`src/core/conv_ctrl_pkg.sv`:
```
// Shared constants for the dual converter conversion-control logic.
package conv_ctrl_pkg;
    localparam int CLOCK_PERIOD_NS = 100;
    localparam int FULL_RESET_NS = 1200;
    localparam int FULL_RESET_CYC = (FULL_RESET_NS + CLOCK_PERIOD_NS - 1) / CLOCK_PERIOD_NS;
    localparam int ACQ_NS = 480;
    localparam int ACQ_CYC = (ACQ_NS + CLOCK_PERIOD_NS - 1) / CLOCK_PERIOD_NS;
    localparam int SAMPLE_W = 16;
    localparam int MAX_SHIFT = 7;
    localparam int ACC_W = SAMPLE_W + MAX_SHIFT;
    localparam int CHANNELS_PER_SIDE = 8;
    localparam int ADDR_W = 8;
    localparam int DATA_W = 32;

    // Register byte offsets
    localparam logic [7:0] CONFIG_OFFSET = 8'h00;
    localparam logic [7:0] CHANNEL_OFFSET = 8'h04;
    localparam logic [7:0] RANGE_A_OFFSET = 8'h08;
    localparam logic [7:0] RANGE_B_OFFSET = 8'h0C;
    localparam logic [7:0] STATUS_OFFSET = 8'h10;

    // Config register fields
    localparam int CFG_OS_LSB = 0;
    localparam int CFG_BURST_BIT = 3;
    localparam int CFG_LAST_LSB = 4;
    // Channel register fields
    localparam int CHN_A_LSB = 0;
    localparam int CHN_B_LSB = 4;
    localparam int CHN_DIAG_BIT = 8;
    // Status register fields
    localparam int STS_BUSY_BIT = 0;
    localparam int STS_SW_BIT = 1;
    localparam int STS_REF_BIT = 2;
    localparam int STS_OS_LSB = 3;

    // Range codes, shared by the range pins and the range registers
    localparam logic [1:0] RANGE_FROM_REG = 2'h0;
    localparam logic [1:0] RANGE_2V5 = 2'h1;
    localparam logic [1:0] RANGE_5V = 2'h2;
    localparam logic [1:0] RANGE_10V = 2'h3;

    localparam logic [6:0] CONFIG_RESET = 7'h00;
    localparam logic [8:0] CHANNEL_RESET = 9'h000;
    localparam logic [15:0] RANGE_RESET = 16'hFFFF;
endpackage

```
`src/core/avg_if.sv`:
```
// Control and data path between the sequencer and the sample averager.
`timescale 1ns/1ps
interface avg_if;
    import conv_ctrl_pkg::*;
    logic clear;
    logic add;
    logic [2:0] shift;
    logic signed [SAMPLE_W-1:0] sample_a;
    logic signed [SAMPLE_W-1:0] sample_b;
    logic signed [SAMPLE_W-1:0] mean_a;
    logic signed [SAMPLE_W-1:0] mean_b;
    modport ctrl (output clear, output add, output shift, output sample_a, output sample_b,
                  input mean_a, input mean_b);
    modport averager (input clear, input add, input shift, input sample_a, input sample_b,
                      output mean_a, output mean_b);
endinterface

```
`src/core/sample_averager.sv`:
```
// Signed accumulator and power-of-two divider for both converter sides.
`timescale 1ns/1ps
module sample_averager
    import conv_ctrl_pkg::*;
(
    input wire logic clock,
    input wire logic rst_n,
    avg_if.averager av
);
    logic signed [ACC_W-1:0] acc_a_q;
    logic signed [ACC_W-1:0] acc_b_q;
    logic signed [ACC_W-1:0] acc_a_d;
    logic signed [ACC_W-1:0] acc_b_d;
    logic signed [ACC_W-1:0] shifted_a;
    logic signed [ACC_W-1:0] shifted_b;

    // Headroom of MAX_SHIFT bits keeps the largest ratio from overflowing
    assign acc_a_d = av.clear ? '0 : (av.add ? acc_a_q + ACC_W'(av.sample_a) : acc_a_q);
    assign acc_b_d = av.clear ? '0 : (av.add ? acc_b_q + ACC_W'(av.sample_b) : acc_b_q);
    // Arithmetic shift truncates toward minus infinity
    assign shifted_a = acc_a_q >>> av.shift;
    assign shifted_b = acc_b_q >>> av.shift;
    assign av.mean_a = shifted_a[SAMPLE_W-1:0];
    assign av.mean_b = shifted_b[SAMPLE_W-1:0];

    always_ff @(posedge clock) begin
        if (!rst_n) begin
            acc_a_q <= '0;
            acc_b_q <= '0;
        end else begin
            acc_a_q <= acc_a_d;
            acc_b_q <= acc_b_d;
        end
    end
endmodule

```
`src/core/conv_control.sv`:
```
// Conversion control: mode latch, channel pairing, ranges, reset, oversampling.
// Notes on behaviour
// - Pin mode takes configuration from pins; register mode from registers.
// - Two simultaneous converters, eight channels each, sixteen inputs.
// - Supply diagnostic channel selectable only in register mode.
// - Pin mode samples A and B channels of one shared index.
// - Register mode pairs any A channel with any B channel.
// - Range pins 00 register, 01 2.5 V, 10 5 V, 11 10 V.
// - Register mode keeps an independent range per channel.
// - Results are 16-bit two's complement codes.
// - One code step is full-scale span over 65,536.
// - Ideal code transitions sit at half and one and a half steps.
// - Reference select high enables internal reference; low disables it.
// - After full reset the captured reference mode applies.
// - Reset low over 1.2 us enters shutdown; rising reset leaves.
// - Shutdown powers down and returns all registers to defaults.
// - Ratio from pins in pin mode, config field in register mode.
// - Pin mode captures oversampling pins at full reset release.
// - First sample on trigger edge, remaining samples on internal strobes.
// - Busy, acquisition and conversion lengthen with the ratio.
// - Burst finishes all oversamples of a channel before stepping.
// - Mode latched from range pins at full reset release; change needs full reset.
// - All register access refused in pin mode.
// - Reference select ignored after capture until next full reset.
`timescale 1ns/1ps
module conv_control
    import conv_ctrl_pkg::*;
#(
    // Log2 of the ratio for codes 7 down to 0
    parameter logic [23:0] OSR_LOG2_MAP = {3'h7, 3'h6, 3'h5, 3'h4, 3'h3, 3'h2, 3'h1, 3'h0}
)(
    input wire logic clock,
    input wire logic rst_n,
    input wire logic reset_pin,
    input wire logic conversion_trigger,
    input wire logic [1:0] range_pins,
    input wire logic [2:0] channel_select_pins,
    input wire logic reference_source_select,
    input wire logic [2:0] oversample_ratio_pins,
    input wire logic adc_done,
    input wire logic [SAMPLE_W-1:0] adc_a_data,
    input wire logic [SAMPLE_W-1:0] adc_b_data,
    input wire logic [ADDR_W-1:0] reg_addr,
    input wire logic [DATA_W-1:0] reg_wdata,
    input wire logic reg_write,
    input wire logic reg_read,
    output logic [DATA_W-1:0] reg_rdata,
    output logic busy,
    output logic sample_strobe,
    output logic [2:0] a_channel,
    output logic [2:0] b_channel,
    output logic diag_select,
    output logic [1:0] a_range,
    output logic [1:0] b_range,
    output logic ref_internal_enable,
    output logic shutdown,
    output logic software_mode,
    output logic result_valid,
    output logic [SAMPLE_W-1:0] result_a,
    output logic [SAMPLE_W-1:0] result_b
);
    typedef enum logic [1:0] {IDLE, ACQUIRE, CONVERT, FINISH} seq_state_type;

    localparam int PIN_W = 11;
    // Reset pin idles high; a low reset value here would fake a release edge
    localparam logic [PIN_W-1:0] PIN_IDLE = PIN_W'(1) << (PIN_W - 1);
    localparam int LOW_CNT_W = $clog2(FULL_RESET_CYC + 1);
    localparam int ACQ_CNT_W = $clog2(ACQ_CYC + 1);

    avg_if av ();

    sample_averager averager_inst (
        .clock(clock),
        .rst_n(rst_n),
        .av(av)
    );

    // Two-stage synchroniser for every pin input
    logic [PIN_W-1:0] pin_meta_q;
    logic [PIN_W-1:0] pin_sync_q;
    logic reset_sync;
    logic trigger_sync;
    logic [1:0] range_sync;
    logic [2:0] chsel_sync;
    logic reference_source_select_sync;
    logic [2:0] os_pins_sync;

    assign {reset_sync, trigger_sync, range_sync, chsel_sync, reference_source_select_sync, os_pins_sync}
        = pin_sync_q;

    always_ff @(posedge clock) begin
        if (!rst_n) begin
            pin_meta_q <= PIN_IDLE;
            pin_sync_q <= PIN_IDLE;
        end else begin
            pin_meta_q <= {reset_pin, conversion_trigger, range_pins, channel_select_pins,
                           reference_source_select, oversample_ratio_pins};
            pin_sync_q <= pin_meta_q;
        end
    end

    // Reset pin pulse measurement and shutdown
    logic reset_prev_q;
    logic trigger_prev_q;
    logic [LOW_CNT_W-1:0] low_cnt_q;
    logic shutdown_q;
    logic reset_rise;
    logic trigger_rise;
    logic long_low;

    assign reset_rise = reset_sync && !reset_prev_q;
    assign trigger_rise = trigger_sync && !trigger_prev_q;
    assign long_low = !reset_sync && (low_cnt_q == LOW_CNT_W'(FULL_RESET_CYC));

    always_ff @(posedge clock) begin
        if (!rst_n) begin
            reset_prev_q <= 1'b1;
            trigger_prev_q <= 1'b0;
            low_cnt_q <= '0;
            // Power-up behaves as a held reset until the pin first rises
            shutdown_q <= 1'b1;
        end else begin
            reset_prev_q <= reset_sync;
            trigger_prev_q <= trigger_sync;
            if (reset_sync) begin
                low_cnt_q <= '0;
            end else if (!long_low) begin
                low_cnt_q <= low_cnt_q + 1'b1;
            end
            if (long_low) begin
                shutdown_q <= 1'b1;
            end else if (reset_rise) begin
                shutdown_q <= 1'b0;
            end
        end
    end

    // Straps captured only when leaving a full reset
    logic software_mode_q;
    logic ref_internal_q;
    logic [2:0] os_pins_latched_q;
    logic full_release;

    assign full_release = reset_rise && shutdown_q;

    always_ff @(posedge clock) begin
        if (!rst_n) begin
            software_mode_q <= 1'b0;
            ref_internal_q <= 1'b0;
            os_pins_latched_q <= '0;
        end else if (full_release) begin
            software_mode_q <= (range_sync == RANGE_FROM_REG);
            ref_internal_q <= reference_source_select_sync;
            os_pins_latched_q <= os_pins_sync;
        end
    end

    // Register file, cleared to defaults while shut down
    logic [6:0] config_q;
    logic [8:0] channel_q;
    logic [15:0] range_a_q;
    logic [15:0] range_b_q;
    logic reg_access_ok;
    logic wr_config;
    logic wr_channel;
    logic wr_range_a;
    logic wr_range_b;

    // Pin mode turns the whole register port off
    assign reg_access_ok = software_mode_q && !shutdown_q;
    assign wr_config = reg_write && reg_access_ok && (reg_addr == CONFIG_OFFSET);
    assign wr_channel = reg_write && reg_access_ok && (reg_addr == CHANNEL_OFFSET);
    assign wr_range_a = reg_write && reg_access_ok && (reg_addr == RANGE_A_OFFSET);
    assign wr_range_b = reg_write && reg_access_ok && (reg_addr == RANGE_B_OFFSET);

    always_ff @(posedge clock) begin
        if (!rst_n || shutdown_q) begin
            config_q <= CONFIG_RESET;
            channel_q <= CHANNEL_RESET;
            range_a_q <= RANGE_RESET;
            range_b_q <= RANGE_RESET;
        end else begin
            if (wr_config) begin
                config_q <= reg_wdata[6:0];
            end
            if (wr_channel) begin
                channel_q <= reg_wdata[8:0];
            end
            if (wr_range_a) begin
                range_a_q <= reg_wdata[15:0];
            end
            if (wr_range_b) begin
                range_b_q <= reg_wdata[15:0];
            end
        end
    end

    // Oversampling ratio selection
    logic [2:0] os_code;
    logic [2:0] os_shift;
    logic [MAX_SHIFT-1:0] last_sample;

    assign os_code = software_mode_q ? config_q[CFG_OS_LSB +: 3] : os_pins_latched_q;
    assign os_shift = OSR_LOG2_MAP[os_code*3 +: 3];
    assign last_sample = MAX_SHIFT'((8'h01 << os_shift) - 8'h01);

    // Sequencer
    seq_state_type state_q;
    seq_state_type state_d;
    logic [MAX_SHIFT-1:0] sample_cnt_q;
    logic [ACQ_CNT_W-1:0] acq_cnt_q;
    logic [2:0] a_idx_q;
    logic [2:0] b_idx_q;
    logic diag_q;
    logic burst_q;
    logic [2:0] burst_last_q;
    logic start;
    logic acq_done;
    logic set_done;
    logic burst_step;
    logic [2:0] a_start;
    logic [2:0] b_start;
    logic diag_start;

    // Partial and full reset both abort and hold off conversions
    assign start = (state_q == IDLE) && trigger_rise && reset_sync && !shutdown_q;
    assign acq_done = (acq_cnt_q == ACQ_CNT_W'(ACQ_CYC - 1));
    assign set_done = adc_done && (sample_cnt_q == last_sample);
    assign burst_step = burst_q && (a_idx_q != burst_last_q);
    assign a_start = software_mode_q ? channel_q[CHN_A_LSB +: 3] : chsel_sync;
    assign b_start = software_mode_q ? channel_q[CHN_B_LSB +: 3] : chsel_sync;
    assign diag_start = software_mode_q && channel_q[CHN_DIAG_BIT];

    always_comb begin
        state_d = state_q;
        unique case (state_q)
            IDLE: begin
                if (start) begin
                    state_d = CONVERT;
                end
            end
            ACQUIRE: begin
                if (acq_done) begin
                    state_d = CONVERT;
                end
            end
            CONVERT: begin
                if (set_done) begin
                    state_d = FINISH;
                end else if (adc_done) begin
                    state_d = ACQUIRE;
                end
            end
            FINISH: begin
                state_d = burst_step ? ACQUIRE : IDLE;
            end
        endcase
    end

    assign av.clear = start || (state_q == FINISH);
    assign av.add = (state_q == CONVERT) && adc_done;
    assign av.shift = os_shift;
    assign av.sample_a = adc_a_data;
    assign av.sample_b = adc_b_data;

    always_ff @(posedge clock) begin
        if (!rst_n || !reset_sync) begin
            state_q <= IDLE;
            sample_cnt_q <= '0;
            acq_cnt_q <= '0;
            a_idx_q <= '0;
            b_idx_q <= '0;
            diag_q <= 1'b0;
            burst_q <= 1'b0;
            burst_last_q <= '0;
        end else begin
            state_q <= state_d;
            acq_cnt_q <= (state_q == ACQUIRE) ? acq_cnt_q + 1'b1 : '0;
            if (start) begin
                sample_cnt_q <= '0;
                a_idx_q <= a_start;
                b_idx_q <= b_start;
                diag_q <= diag_start;
                burst_q <= software_mode_q && config_q[CFG_BURST_BIT];
                burst_last_q <= config_q[CFG_LAST_LSB +: 3];
            end else if (state_q == CONVERT && adc_done) begin
                sample_cnt_q <= sample_cnt_q + 1'b1;
            end else if (state_q == FINISH) begin
                sample_cnt_q <= '0;
                if (burst_step) begin
                    // Burst steps A and B upward together from their own start indices
                    a_idx_q <= a_idx_q + 1'b1;
                    b_idx_q <= b_idx_q + 1'b1;
                end
            end
        end
    end

    // Outputs, all registered
    logic [1:0] a_range_d;
    logic [1:0] b_range_d;
    logic [2:0] a_cur;
    logic [2:0] b_cur;
    logic strobe_d;
    logic sts_hit;
    logic [DATA_W-1:0] rdata_d;
    logic [DATA_W-1:0] status_word;

    // Pins override registers for every channel unless both are low
    // Range follows the same index as the channel outputs, so both agree at the strobe
    assign a_cur = (state_q == IDLE) ? a_start : a_idx_q;
    assign b_cur = (state_q == IDLE) ? b_start : b_idx_q;
    assign a_range_d = (range_sync != RANGE_FROM_REG) ? range_sync
                                                      : range_a_q[a_cur*2 +: 2];
    assign b_range_d = (range_sync != RANGE_FROM_REG) ? range_sync
                                                      : range_b_q[b_cur*2 +: 2];
    assign strobe_d = start || ((state_q == ACQUIRE) && acq_done && reset_sync);

    assign status_word = DATA_W'({os_code, ref_internal_q, software_mode_q, busy});
    assign sts_hit = reg_addr == STATUS_OFFSET;
    assign rdata_d = !(reg_read && reg_access_ok) ? '0 :
                     (reg_addr == CONFIG_OFFSET) ? DATA_W'(config_q) :
                     (reg_addr == CHANNEL_OFFSET) ? DATA_W'(channel_q) :
                     (reg_addr == RANGE_A_OFFSET) ? DATA_W'(range_a_q) :
                     (reg_addr == RANGE_B_OFFSET) ? DATA_W'(range_b_q) :
                     sts_hit ? status_word : '0;

    always_ff @(posedge clock) begin
        if (!rst_n) begin
            reg_rdata <= '0;
            busy <= 1'b0;
            sample_strobe <= 1'b0;
            a_channel <= '0;
            b_channel <= '0;
            diag_select <= 1'b0;
            a_range <= RANGE_10V;
            b_range <= RANGE_10V;
            ref_internal_enable <= 1'b0;
            shutdown <= 1'b1;
            software_mode <= 1'b0;
            result_valid <= 1'b0;
            result_a <= '0;
            result_b <= '0;
        end else begin
            reg_rdata <= rdata_d;
            busy <= (state_d != IDLE) && reset_sync;
            sample_strobe <= strobe_d;
            a_channel <= a_cur;
            b_channel <= b_cur;
            diag_select <= (state_q == IDLE) ? diag_start : diag_q;
            // Range code sets the code step: span over 65,536, mid-step thresholds
            a_range <= a_range_d;
            b_range <= b_range_d;
            ref_internal_enable <= ref_internal_q && !shutdown_q;
            shutdown <= shutdown_q;
            software_mode <= software_mode_q;
            result_valid <= (state_q == FINISH);
            if (state_q == FINISH) begin
                result_a <= av.mean_a;
                result_b <= av.mean_b;
            end
        end
    end
endmodule

```
`config.mk`:
```
export PLATFORM = sky130hd
export DESIGN_NAME = conv_control
export DESIGN_NICKNAME = d
export VERILOG_FILES = /design/src/core/conv_ctrl_pkg.sv /design/src/core/avg_if.sv /design/src/core/sample_averager.sv /design/src/core/conv_control.sv
export SDC_FILE = /design/constraint.sdc
export NUM_CORES = 1
export LEC_CHECK = 0
export ABC_AREA = 1
export BUFFER_PORTS_ARGS = -buffer_cell sky130_fd_sc_hd__buf_4
export CAP_MARGIN = 20
export CORE_MARGIN = 4
export CORE_UTILIZATION = 47
export CTS_CLUSTER_DIAMETER = 80
export DETAILED_ROUTE_END_ITERATION = 10
export GPL_TIMING_DRIVEN = 0
export PLACE_DENSITY = 0.67
export SETUP_SLACK_MARGIN = 0.1
export SLEW_MARGIN = 40
export SYNTH_ARGS = -nofsm -noshare
export SYNTH_HDL_FRONTEND = slang
export SYNTH_SLANG_ARGS = --single-unit
```
`constraint.sdc`:
```
create_clock -name clock -period 4.2 [get_ports clock]
set_clock_uncertainty 0.05 [all_clocks]
set_input_delay 0.21 -clock clock [delete_from_list [all_inputs] [get_ports clock]]
set_output_delay 0.21 -clock clock [all_outputs]
set_load 0.02 [all_outputs]
```
# [Word-level counts from Yosys, hierarchy flattened]
# Index checks and enable logic that the tools add are counted.
[totals] reg_bits=232 in_bits=88 output_inout_bits=81 wordCells=149
[classes] n_addsub=8 mul=1 eq_ne=12 shifts=6 muxes=29 bitwise=3 reduce_logical=50
[ops] op="23-bit adder" n=2
[ops] op="23-bit by 3-bit >>> shifter with 16-bit output" n=2
[ops] op="3-bit 2-to-1 mux" n=13
[ops] op="16-bit 2-to-1 mux" n=2
[ops] op="16-bit by 5-bit indexed part select with 2-bit output" n=2
[ops] op="24-bit by 6-bit indexed part select with 3-bit output, first input constant" n=1
[ops] op="1-bit logical AND" n=23
[ops] op="7-bit 2-to-1 mux" n=3
[ops] op="8-bit by 4-bit == test with 1-bit output, second input constant" n=2
[ops] op="2-bit 2-to-1 mux" n=6
[ops] op="2-bit nonzero test" n=5
[ops] op="2-bit OR reduction" n=5
[ops] op="3-bit by 1-bit adder with 3-bit output, second input constant" n=3
[ops] op="9-bit 2-to-1 mux" n=1
[ops] op="8-bit by 3-bit == test with 1-bit output, second input constant" n=1
[ops] op="8-bit by 5-bit == test with 1-bit output, second input constant" n=1
[ops] op="8-bit logical NOT" n=1
[ops] op="2-bit case mux with 4 select lines" n=1
[ops] op="7-bit by 1-bit adder with 7-bit output, second input constant" n=1
[ops] op="7-bit == test" n=1
[ops] op="1-bit by 3-bit << shifter with 7-bit output, first input constant" n=1
[ops] op="7-bit by 1-bit subtractor with 7-bit output, second input constant" n=1
[ops] op="6-bit 2-to-1 mux" n=1
[ops] op="6-bit OR reduction" n=1
[ops] op="17 further kinds" n=29

# [Logic depth before layout (Yosys ltp)]
# Gate-level depths: netlist of the first run.
[depth] ltp_word=11 ltp_mapped=20 ltp_nobuf=17

# [Modules after synthesis]
# Synthesis of the first run repeated with hierarchy kept, for this count alone.
[hier_totals] cells_unflattened=2094 hier_area_um2=13292.7
[by_module_without_submodules] module="conv_control" instances=1 cells_per_inst=946 area_per_inst_um2=7139.3 seq_area_each_um2=3403.3
[by_module_without_submodules] module="sample_averager" instances=1 cells_per_inst=1148 area_per_inst_um2=6153.4 seq_area_each_um2=920.9

# [Worst setup path before layout of the first run]
# No wires, ideal clock.
[synth_timing] path_kind="reg2reg" from="reg software_mode_q" to="reg busy" setup_ps=62 arrival_ps=2087 required_ps=4088 slack_ps=2001 path_stages_with_launch=19 path_buffers=4 synth_period_minus_slack_ps=2199 cell_sequence="dfxtp_1 > buf_6 > inv_4 > buf_6 > nand2_1 > nand2_2 > buf_2 > buf_2 > nand2_1 > ha_1 > xor2_1 > nand3_1 > nor2_1 > nand2_1 > nor2_1 > nand2_1 > nand2_1 > nand2_1 > nand3_1"
[synth_via] elab_chain_len=11
[synth_rtl] item="start, declared" line_no="conv_control.sv:139" rtl="logic software_mode_q;"
[synth_rtl] item="start signal, assigned" line_no="conv_control.sv:152" rtl="software_mode_q <= (range_sync == RANGE_FROM_REG);"
[synth_rtl] item="3-bit 2-to-1 mux" line_no="conv_control.sv:203" rtl="assign os_code = software_mode_q ? config_q[CFG_OS_LSB +: 3] : os_pins_latched_q;"
[synth_rtl] item="3-bit by 2-bit multiplier with 5-bit output" line_no="conv_control.sv:204" rtl="assign os_shift = OSR_LOG2_MAP[os_code*3 +: 3];"
[synth_rtl] item="24-bit by 6-bit indexed part select with 3-bit output" line_no="conv_control.sv:204"
[synth_rtl] item="1-bit by 3-bit << shifter with 7-bit output" line_no="conv_control.sv:205" rtl="assign last_sample = MAX_SHIFT'((8'h01 << os_shift) - 8'h01);"
[synth_rtl] item="7-bit by 1-bit subtractor with 7-bit output" line_no="conv_control.sv:205"
[synth_rtl] item="7-bit == test" line_no="conv_control.sv:228" rtl="assign set_done = adc_done && (sample_cnt_q == last_sample);"
[synth_rtl] item="1-bit logical AND" line_no="conv_control.sv:228"
[synth_rtl] item="2-bit 2-to-1 mux" line_no="conv_control.sv:248" rtl="if (set_done) begin"
[synth_rtl] item="2-bit case mux with 4 select lines" line_no="conv_control.sv:236" rtl="unique case (state_q)"
[synth_rtl] item="2-bit nonzero test" line_no="conv_control.sv:346" rtl="busy <= (state_d != IDLE) && reset_sync;"
[synth_rtl] item="1-bit logical AND" line_no="conv_control.sv:346"
[synth_rtl] item="end signal, assigned" line_no="conv_control.sv:346"
[synth_rtl] item="end, declared" line_no="conv_control.sv:48" rtl="output logic busy,"
# Every way passes these cells.
# A chain may end at the register's enable or synchronous reset.

# [Final worst setup path of the first run]
# Same ends and word-level chain as after synthesis.

==> run summary, run 1 <==
- finished, final reports clean — run status
- 0.433 — sequential share of power
- 51 — count of unique library cells instantiated by Yosys
- 0 — EDFF count, synth
- 60 — Std-Cell Rows
- 0.178 — Compound-Gate Fraction of Synth Area
- dfxtp_1 — commonest register cell after synthesis
- 0.137 — share of layout cells above drive strength 1
- 2302 — number of nets in the final layout
- 0 — Slew Limit Fails
- 272 µV — highest ir drop seen on vdd
- 4.62 ns — required time of the critical path
- 0 — quantity of gates resized following cts
- 10 — Max FO, Critical Path
- 14 — pin count of the biggest net entering global routing
- 3 — Max Root-Sink Buffers
- 0.465 — clock share of power
- 0 — number of design rule violations left after detail routing
- 69100 µm — first-pass GRT wire length
- 0.777 ns — transition time at the pin with the least slew margin
- nand2_1, inv_1, dfxtp_1 — commonest cells after routing, fill and taps aside
- 216 — flop and latch count out of synthesis
- 0.000775 — portion of netlist area occupied by mux cells
- 7.81 nW — leakage power
- 5 — count of TritonRoute iterations in the first routing pass
- simple AND/OR/NAND/NOR gates — main combinational cell family by area after synthesis
- flop — Critical Path End Type
- 0.967 — Placer Congestion
- yes — CTS tree
- 13193 — via total after detailed routing
- primary input to flop — class of the tightest hold or removal check
- 309 nW/µm² — Power Dens Cells
- 0.281 — global-route usage over all layers
- 30200 µm² — die area
- flop — Setup crit start kind
- 1.56 ns — Post-Place Worst Slack
- 1954 — synthesized instance count
- 5.24 — average via count per standard cell
- 17.4 µm — routed wirelength normalized by instance count
- 0.0535 — Synth Area in Adders
- 1.23 mW — Net Sw Power
- 0.335 — sequential area share after synthesis
- 174 µm — Vert. Die Dim
- 0.479 — initial cell density of the core
- 0 — synth warn
- no — setup repair after global routing missed its margin
- 25 — clock buffers created by TritonCTS
- 0 — number of buffers inserted to repair setup after CTS
- 216 — TritonCTS Sinks
- 0 ns — aggregate negative setup slack
- nand2_1 — commonest non-fill, non-tap cell in the layout
- 0.102 — share of power burned in combinational logic
- 20.4% — Synth-to-Final Area Change
- 34500 µm — post-detailed-placement half-perimeter wirelength
- 0.257 — net switching share of the total power
- 1.54 ns — Final Worst Setup Slack
- 6.61 µm² — synthesized area divided by synthesized cell count
- 3.08 ns — Worst EP arrival
- 0 — share of async-settable or async-resettable flops after synthesis
- 0 — number of hold-slack violations in the final timing report
- 0 — leftover overflow at the end of global routing
- 0 — antenna fix cells
- 4.79 mW — Power Total
- 2.66 ns — final period demand of the worst path
- 12900 µm² — post-synthesis cell area
- clkbuf_16 — cell chosen for the clock root
- 0.54 ns — clock latency of the later-clocked register in the worst-skew pair
- 43900 µm — aggregate routed wire length
- 0.0170 — parity-gate share of the synthesized area counting xor and xnor cells
- flop to flop — critical setup path kind
- 0 — number of maximum-capacitance constraint violations
- 0 — number of nets with antenna violations after routing
- 29 — number of buffers inserted for hold repair after clock tree synthesis
- 12653 — number of global-route vias before repair
- 169 — Boundary Pins
- 0 — initial antenna violation count
- 27000 µm² — area inside the core boundary
- 1 — number of H-tree levels
- 0.06 ns — post-CTS clock slew at the launch and capture registers of the worst setup and hold paths
- 0.289 — basic-gate share of the synthesized area counting and, or, nand and nor cells
- 174 µm — width of the die
- 0.633 — fin crit share
- 1066 — DRT iter0 DRCs
- 135 — Port Buf Inserts
- 0.482 — worst-case headroom to the max-slew limit
- 3.56 mW — design internal power
- 0 — Finish-stage setup viols
- 0.376 GHz — highest clock rate
[routing by layer]
metal	track usage	wire length [µm]	vias to the layer above
met3	0.0379	2890	81
met4	0.0858	1410	0
li1	-	-	6695
met5	0	0	-
met1	0.397	20500	5952
met2	0.449	19100	465
[logic make-up after synthesis]
group                    count (synthesis)
XOR/XNOR                                25
flip-flops                             216
other                                    1
multiplexers                             1
buffers and inverters                  374
AO/OA/AOI/OAI                          411
AND/OR/NAND/NOR                        872
adder cells (fa/ha/maj)                 54
[final cells by class]
| type | instances | area (µm²) |
|---|---|---|
| inverter | 293 | 1100 |
| tap | 341 | 427 |
| clock buffer | 38 | 754 |
| timing repair buffer | 164 | 1300 |
| buffer | 81 | 518 |
| fill | 2743 | 11400 |
| sequential | 216 | 4320 |
| multi-input combinational | 1379 | 7020 |
| clock inverter | 8 | 88.8 |
[through the flow]
stage,utilization,std cells,hold WS [ns],cell area (µm²)
global route,0.577,2520,0.0558,15500
global placement,0.534,2445,0.342,14400
CTS,0.577,2520,0.0316,15500
finish,0.577,2520,0.0431,15500
detailed placement,0.534,2445,0.346,14400
floorplan,-,1969,0.258,13000
[critical path, stage by stage, from the launching register on]
cell and delay [ns]:
dfxtp_1 0.32, buf_6 0.13, buf_4 0.18, nand2_1 0.08, nand2_2 0.16, buf_2 0.26
buf_2 0.26, nand2_1 0.08, ha_1 0.29, xor2_1 0.15, nand3_1 0.09, nor2_1 0.10
nand2_1 0.05, nor2_1 0.09, nand2_1 0.08, nand2_1 0.06, nand2_1 0.07, nand3_1 0.07
[power groups by stage]
stage          registers (mW)  logic [mW]  clock network (mW)
2_1_floorplan            2.13       0.283                   0
3_3_place_gp             2.12       0.454                   0
3_5_place_dp             2.12       0.456                   0
4_1_cts                  2.08       0.480                2.24
5_1_grt                  2.08       0.536                2.33
6_report                 2.08       0.487                2.23
[path summary, 6_finish.rpt]
| check | startpoint | endpoint | slack (ns) | cells after the start |
|---|---|---|---|---|
| hold / removal | adc_b_data[0] | averager_inst.acc_b_q[0] | 0.04 | 4 |
| setup reg to reg | software_mode_q | busy | 1.54 | 17 |
| setup / recovery | software_mode_q | busy | 1.54 | 17 |
| hold reg to reg | pin_meta_q[0] | pin_sync_q[0] | 0.36 | 2 |
[flip-flops by register name (all words and copies together) (netlist names), 2 cells and up]
signal	flops
range_a_q	16
a_channel	3
pin_meta_q	11
channel_q	9
averager_inst.acc_b_q	23
result_a	16
state_q	2
result_b	16
b_channel	3
range_b_q	16
config_q	7
acq_cnt_q	3
a_range	2
a_idx_q	3
os_pins_latched_q	3
low_cnt_q	4
sample_cnt_q	7
b_range	2
reg_rdata	16
averager_inst.acc_a_q	23
pin_sync_q	11
burst_last_q	3
b_idx_q	3
[cell usage after synthesis (all sizes together) (15+ instances only)]
cell	n	area, µm²
nand2	593	2310
inv	290	1090
dfxtp	216	4320
o21ai	161	825
a21oi	153	766
nand3	119	606
nor2	103	454
buf	67	465
ha	52	651
o211ai	48	360
nand4	21	153
xor2	16	140
or2	15	93.9
(Power assumes the default switching activity.)
==> run 2: changes to the inputs <==
==> constraint.sdc (replaced) <==
create_clock -name clock -period 2.63 [get_ports clock]
set_clock_uncertainty 0.05 [all_clocks]
set_input_delay 0.1315 -clock clock [delete_from_list [all_inputs] [get_ports clock]]
set_output_delay 0.1315 -clock clock [all_outputs]
set_load 0.02 [all_outputs]
==> run summary, run 2 (synthesis gave the netlist of run 1 again) <==
- 0.479 — initial cell density of the core, unchanged
- 0.888 — fin crit share, +0.255
- 1021 — DRT iter0 DRCs, -4.2%
- 1 — number of H-tree levels, unchanged
- 3.05 ns — required time of the critical path, -1.57 ns
- 2730 — total of fill cells in the finished design, -0.47%
- 25 — clock buffers created by TritonCTS, unchanged
- yes — setup repair after global routing missed its margin
- 135 — Port Buf Inserts, unchanged
- 0.428 GHz — highest clock rate, +14%
- nand2_1 — commonest non-fill, non-tap cell in the layout
- 30200 µm² — die area, unchanged
- 7.66 mW — Power Total, +60%
- 21.2% — Synth-to-Final Area Change
- 12664 — number of global-route vias before repair, +0.087%
- 7.86 nW — leakage power, +0.69%
- 17 — R2R cell count, unchanged
- clkbuf_16 — cell chosen for the clock root
- reg_addr[4] — worst hold path startpoint
- 6 — Min-Delay Path Depth, +2
- 2.33 ns — final period demand of the worst path, -0.322 ns
- 216 — TritonCTS Sinks, unchanged
- busy — RR Endpoint
- 15600 µm² — area of all placed cells without fillers, +0.68%
- nand2_1, inv_1, dfxtp_1 — commonest cells after routing, fill and taps aside
- 3 — Max Root-Sink Buffers, unchanged
- 0.140 — share of layout cells above drive strength 1, +0.00322
- 2.76 ns — Worst EP arrival, -0.32 ns
- 0.448 — met2 track demand over resource in global routing, -0.000977
- 0 — number of hold-slack violations in the final timing report, unchanged
- met2 — global route hottest layer
- yes — CTS tree
- 4320 µm² — storage element area, unchanged
- 60 — Std-Cell Rows, unchanged
- 17.5 µm — routed wirelength normalized by instance count, +0.25%
- 14400 µm² — cell area after placement, unchanged
- 0 — antenna fix cells, unchanged
- 0.0382 — M3 GR Usage, +0.000218
- 490 nW/µm² — Power Dens Cells, +59%
- 69100 µm — first-pass GRT wire length, about the same
- 44200 µm — aggregate routed wire length, +0.53%
- 13328 — via total after detailed routing, +1.0%
- finished, final reports clean — run status
- flop — Critical Path End Type
- 0 ns — aggregate negative setup slack, unchanged
- flop to flop — critical setup path kind
- 34500 µm — post-detailed-placement half-perimeter wirelength, unchanged
- 0.397 — met1 track demand over resource in global routing, about the same
- flop — Setup crit start kind
- 0 — initial antenna violation count, unchanged
- 10 — Max FO, Critical Path, unchanged
- 441 µV — highest ir drop seen on vdd, +62%
- averager_inst.acc_a_q (23), averager_inst.acc_b_q (23) — biggest registers after layout
- 0.814 ns — transition time at the pin with the least slew margin, +0.0371 ns
- primary input to flop — class of the tightest hold or removal check
- 0 — leftover overflow at the end of global routing, unchanged
- software_mode_q — first element of the critical path
- 0 — number of maximum-capacitance constraint violations, unchanged
- 0.54 ns — clock latency of the later-clocked register in the worst-skew pair, about the same
- 0.06 ns — post-CTS clock slew at the launch and capture registers of the worst setup and hold paths, about the same
- 5.27 — average via count per standard cell, +0.74%
- 169 — Boundary Pins, unchanged
- 0.282 — global-route usage over all layers, about the same
- 7030 µm² — total area of multi-input combinational cells, +0.18%
- 174 µm — width of the die, unchanged
- 5 — count of TritonRoute iterations in the first routing pass, unchanged
- 0 — Finish-stage setup viols, unchanged
- 0.30 ns — minimum setup slack among reg-to-reg paths, -1.25 ns
- 0.457 — worst-case headroom to the max-slew limit, -0.0247
- 174 µm — Vert. Die Dim, unchanged
- 27000 µm² — area inside the core boundary, unchanged
- 0 — number of nets with antenna violations after routing, unchanged
- software_mode_q — start of the worst register-to-register path
- 0.967 — Placer Congestion, unchanged
- 14 — pin count of the biggest net entering global routing, unchanged
- reg_rdata[6] — end point of the worst hold path
- 0 — Slew Limit Fails, unchanged
- 0 — number of design rule violations left after detail routing, unchanged
- 2309 — number of nets in the final layout, +0.30%
==> run 2: cell types whose count changed in the layout (fill, tap and decap cells not counted) <==
| cell | before | now |
|---|---|---|
| buf_8 | 0 | 5 |
| dlygate4sd3_1 | 29 | 31 |
| buf_4 | 161 | 165 |
| nand2_1 | 574 | 573 |
| nand2_4 | 8 | 9 |
| inv_1 | 276 | 275 |
| inv_2 | 12 | 13 |
| nand3_2 | 2 | 3 |
| buf_2 | 27 | 25 |
| buf_6 | 11 | 9 |
| nand3_1 | 117 | 116 |
==> run 2: timing repair <==
item                                    in CTS  in global routing
setup buffers                                0                  5
gates resized for setup                      3                 11
endpoints found under the setup margin       2                  3
hold endpoints to repair                    68                  0
hold buffers                                31                  0
pin swaps                                    0                  3
==> run 2: how the worst max path moves through the flow <==
stage | depth (start not counted) | end
floorplan | 18 | busy
detailed placement | 18 | busy
global placement | 18 | busy
global route | 18 | state_q[1]
finish | 17 | busy
CTS | 18 | busy
==> run 2: cell type report <==
| type | count | area share |
|---|---|---|
| Multi-Input combinational cell | 1379 | 0.449 |
| Sequential cell | 216 | 0.276 |
| Timing Repair Buffer | 171 | 0.0870 |
| Inverter | 293 | 0.0706 |
| Clock buffer | 38 | 0.0482 |
| Buffer | 81 | 0.0354 |
| Tap cell | 341 | 0.0273 |
| Clock inverter | 8 | 0.00568 |
==> run 2: metrics by stage <==
stage | cells | utilization | hold WS [ns] | worst slack (ns)
after global placement | 2445 | 0.534 | 0.264 | -0.0103
after detailed placement | 2445 | 0.534 | 0.267 | -0.00593
final | 2527 | 0.580 | 0.0563 | 0.295
after CTS | 2522 | 0.578 | 0.0383 | 0.131
after global routing | 2527 | 0.580 | 0.0798 | 0.0921
after floorplan | 1969 | - | 0.179 | 0.431
==> run 2: routing by layer <==
metal,share of wire,up-vias
li1,-,6706
met5,0,-
met1,0.46,6017
met3,0.073,89
met2,0.43,516
met4,0.034,0
==> run 2: report_power, final <==
group / switching, mW / internal (mW) / total (mW)
clock network: 1.46 / 2.09 / 3.55
registers: 0.0138 / 3.30 / 3.32
logic: 0.487 / 0.307 / 0.794
==> run 2: worst max-delay path, stage by stage, from the launching register on <==
cell,delay (ns)
dfxtp_1,0.32
buf_6,0.13
buf_4,0.18
nand2_1,0.11
nand2_4,0.08
buf_8,0.13
buf_6,0.14
nand2_1,0.06
ha_1,0.28
xor2_1,0.16
nand3_1,0.09
nor2_1,0.10
nand2_1,0.05
nor2_1,0.10
nand2_1,0.08
nand2_1,0.06
nand2_1,0.07
nand3_1,0.07
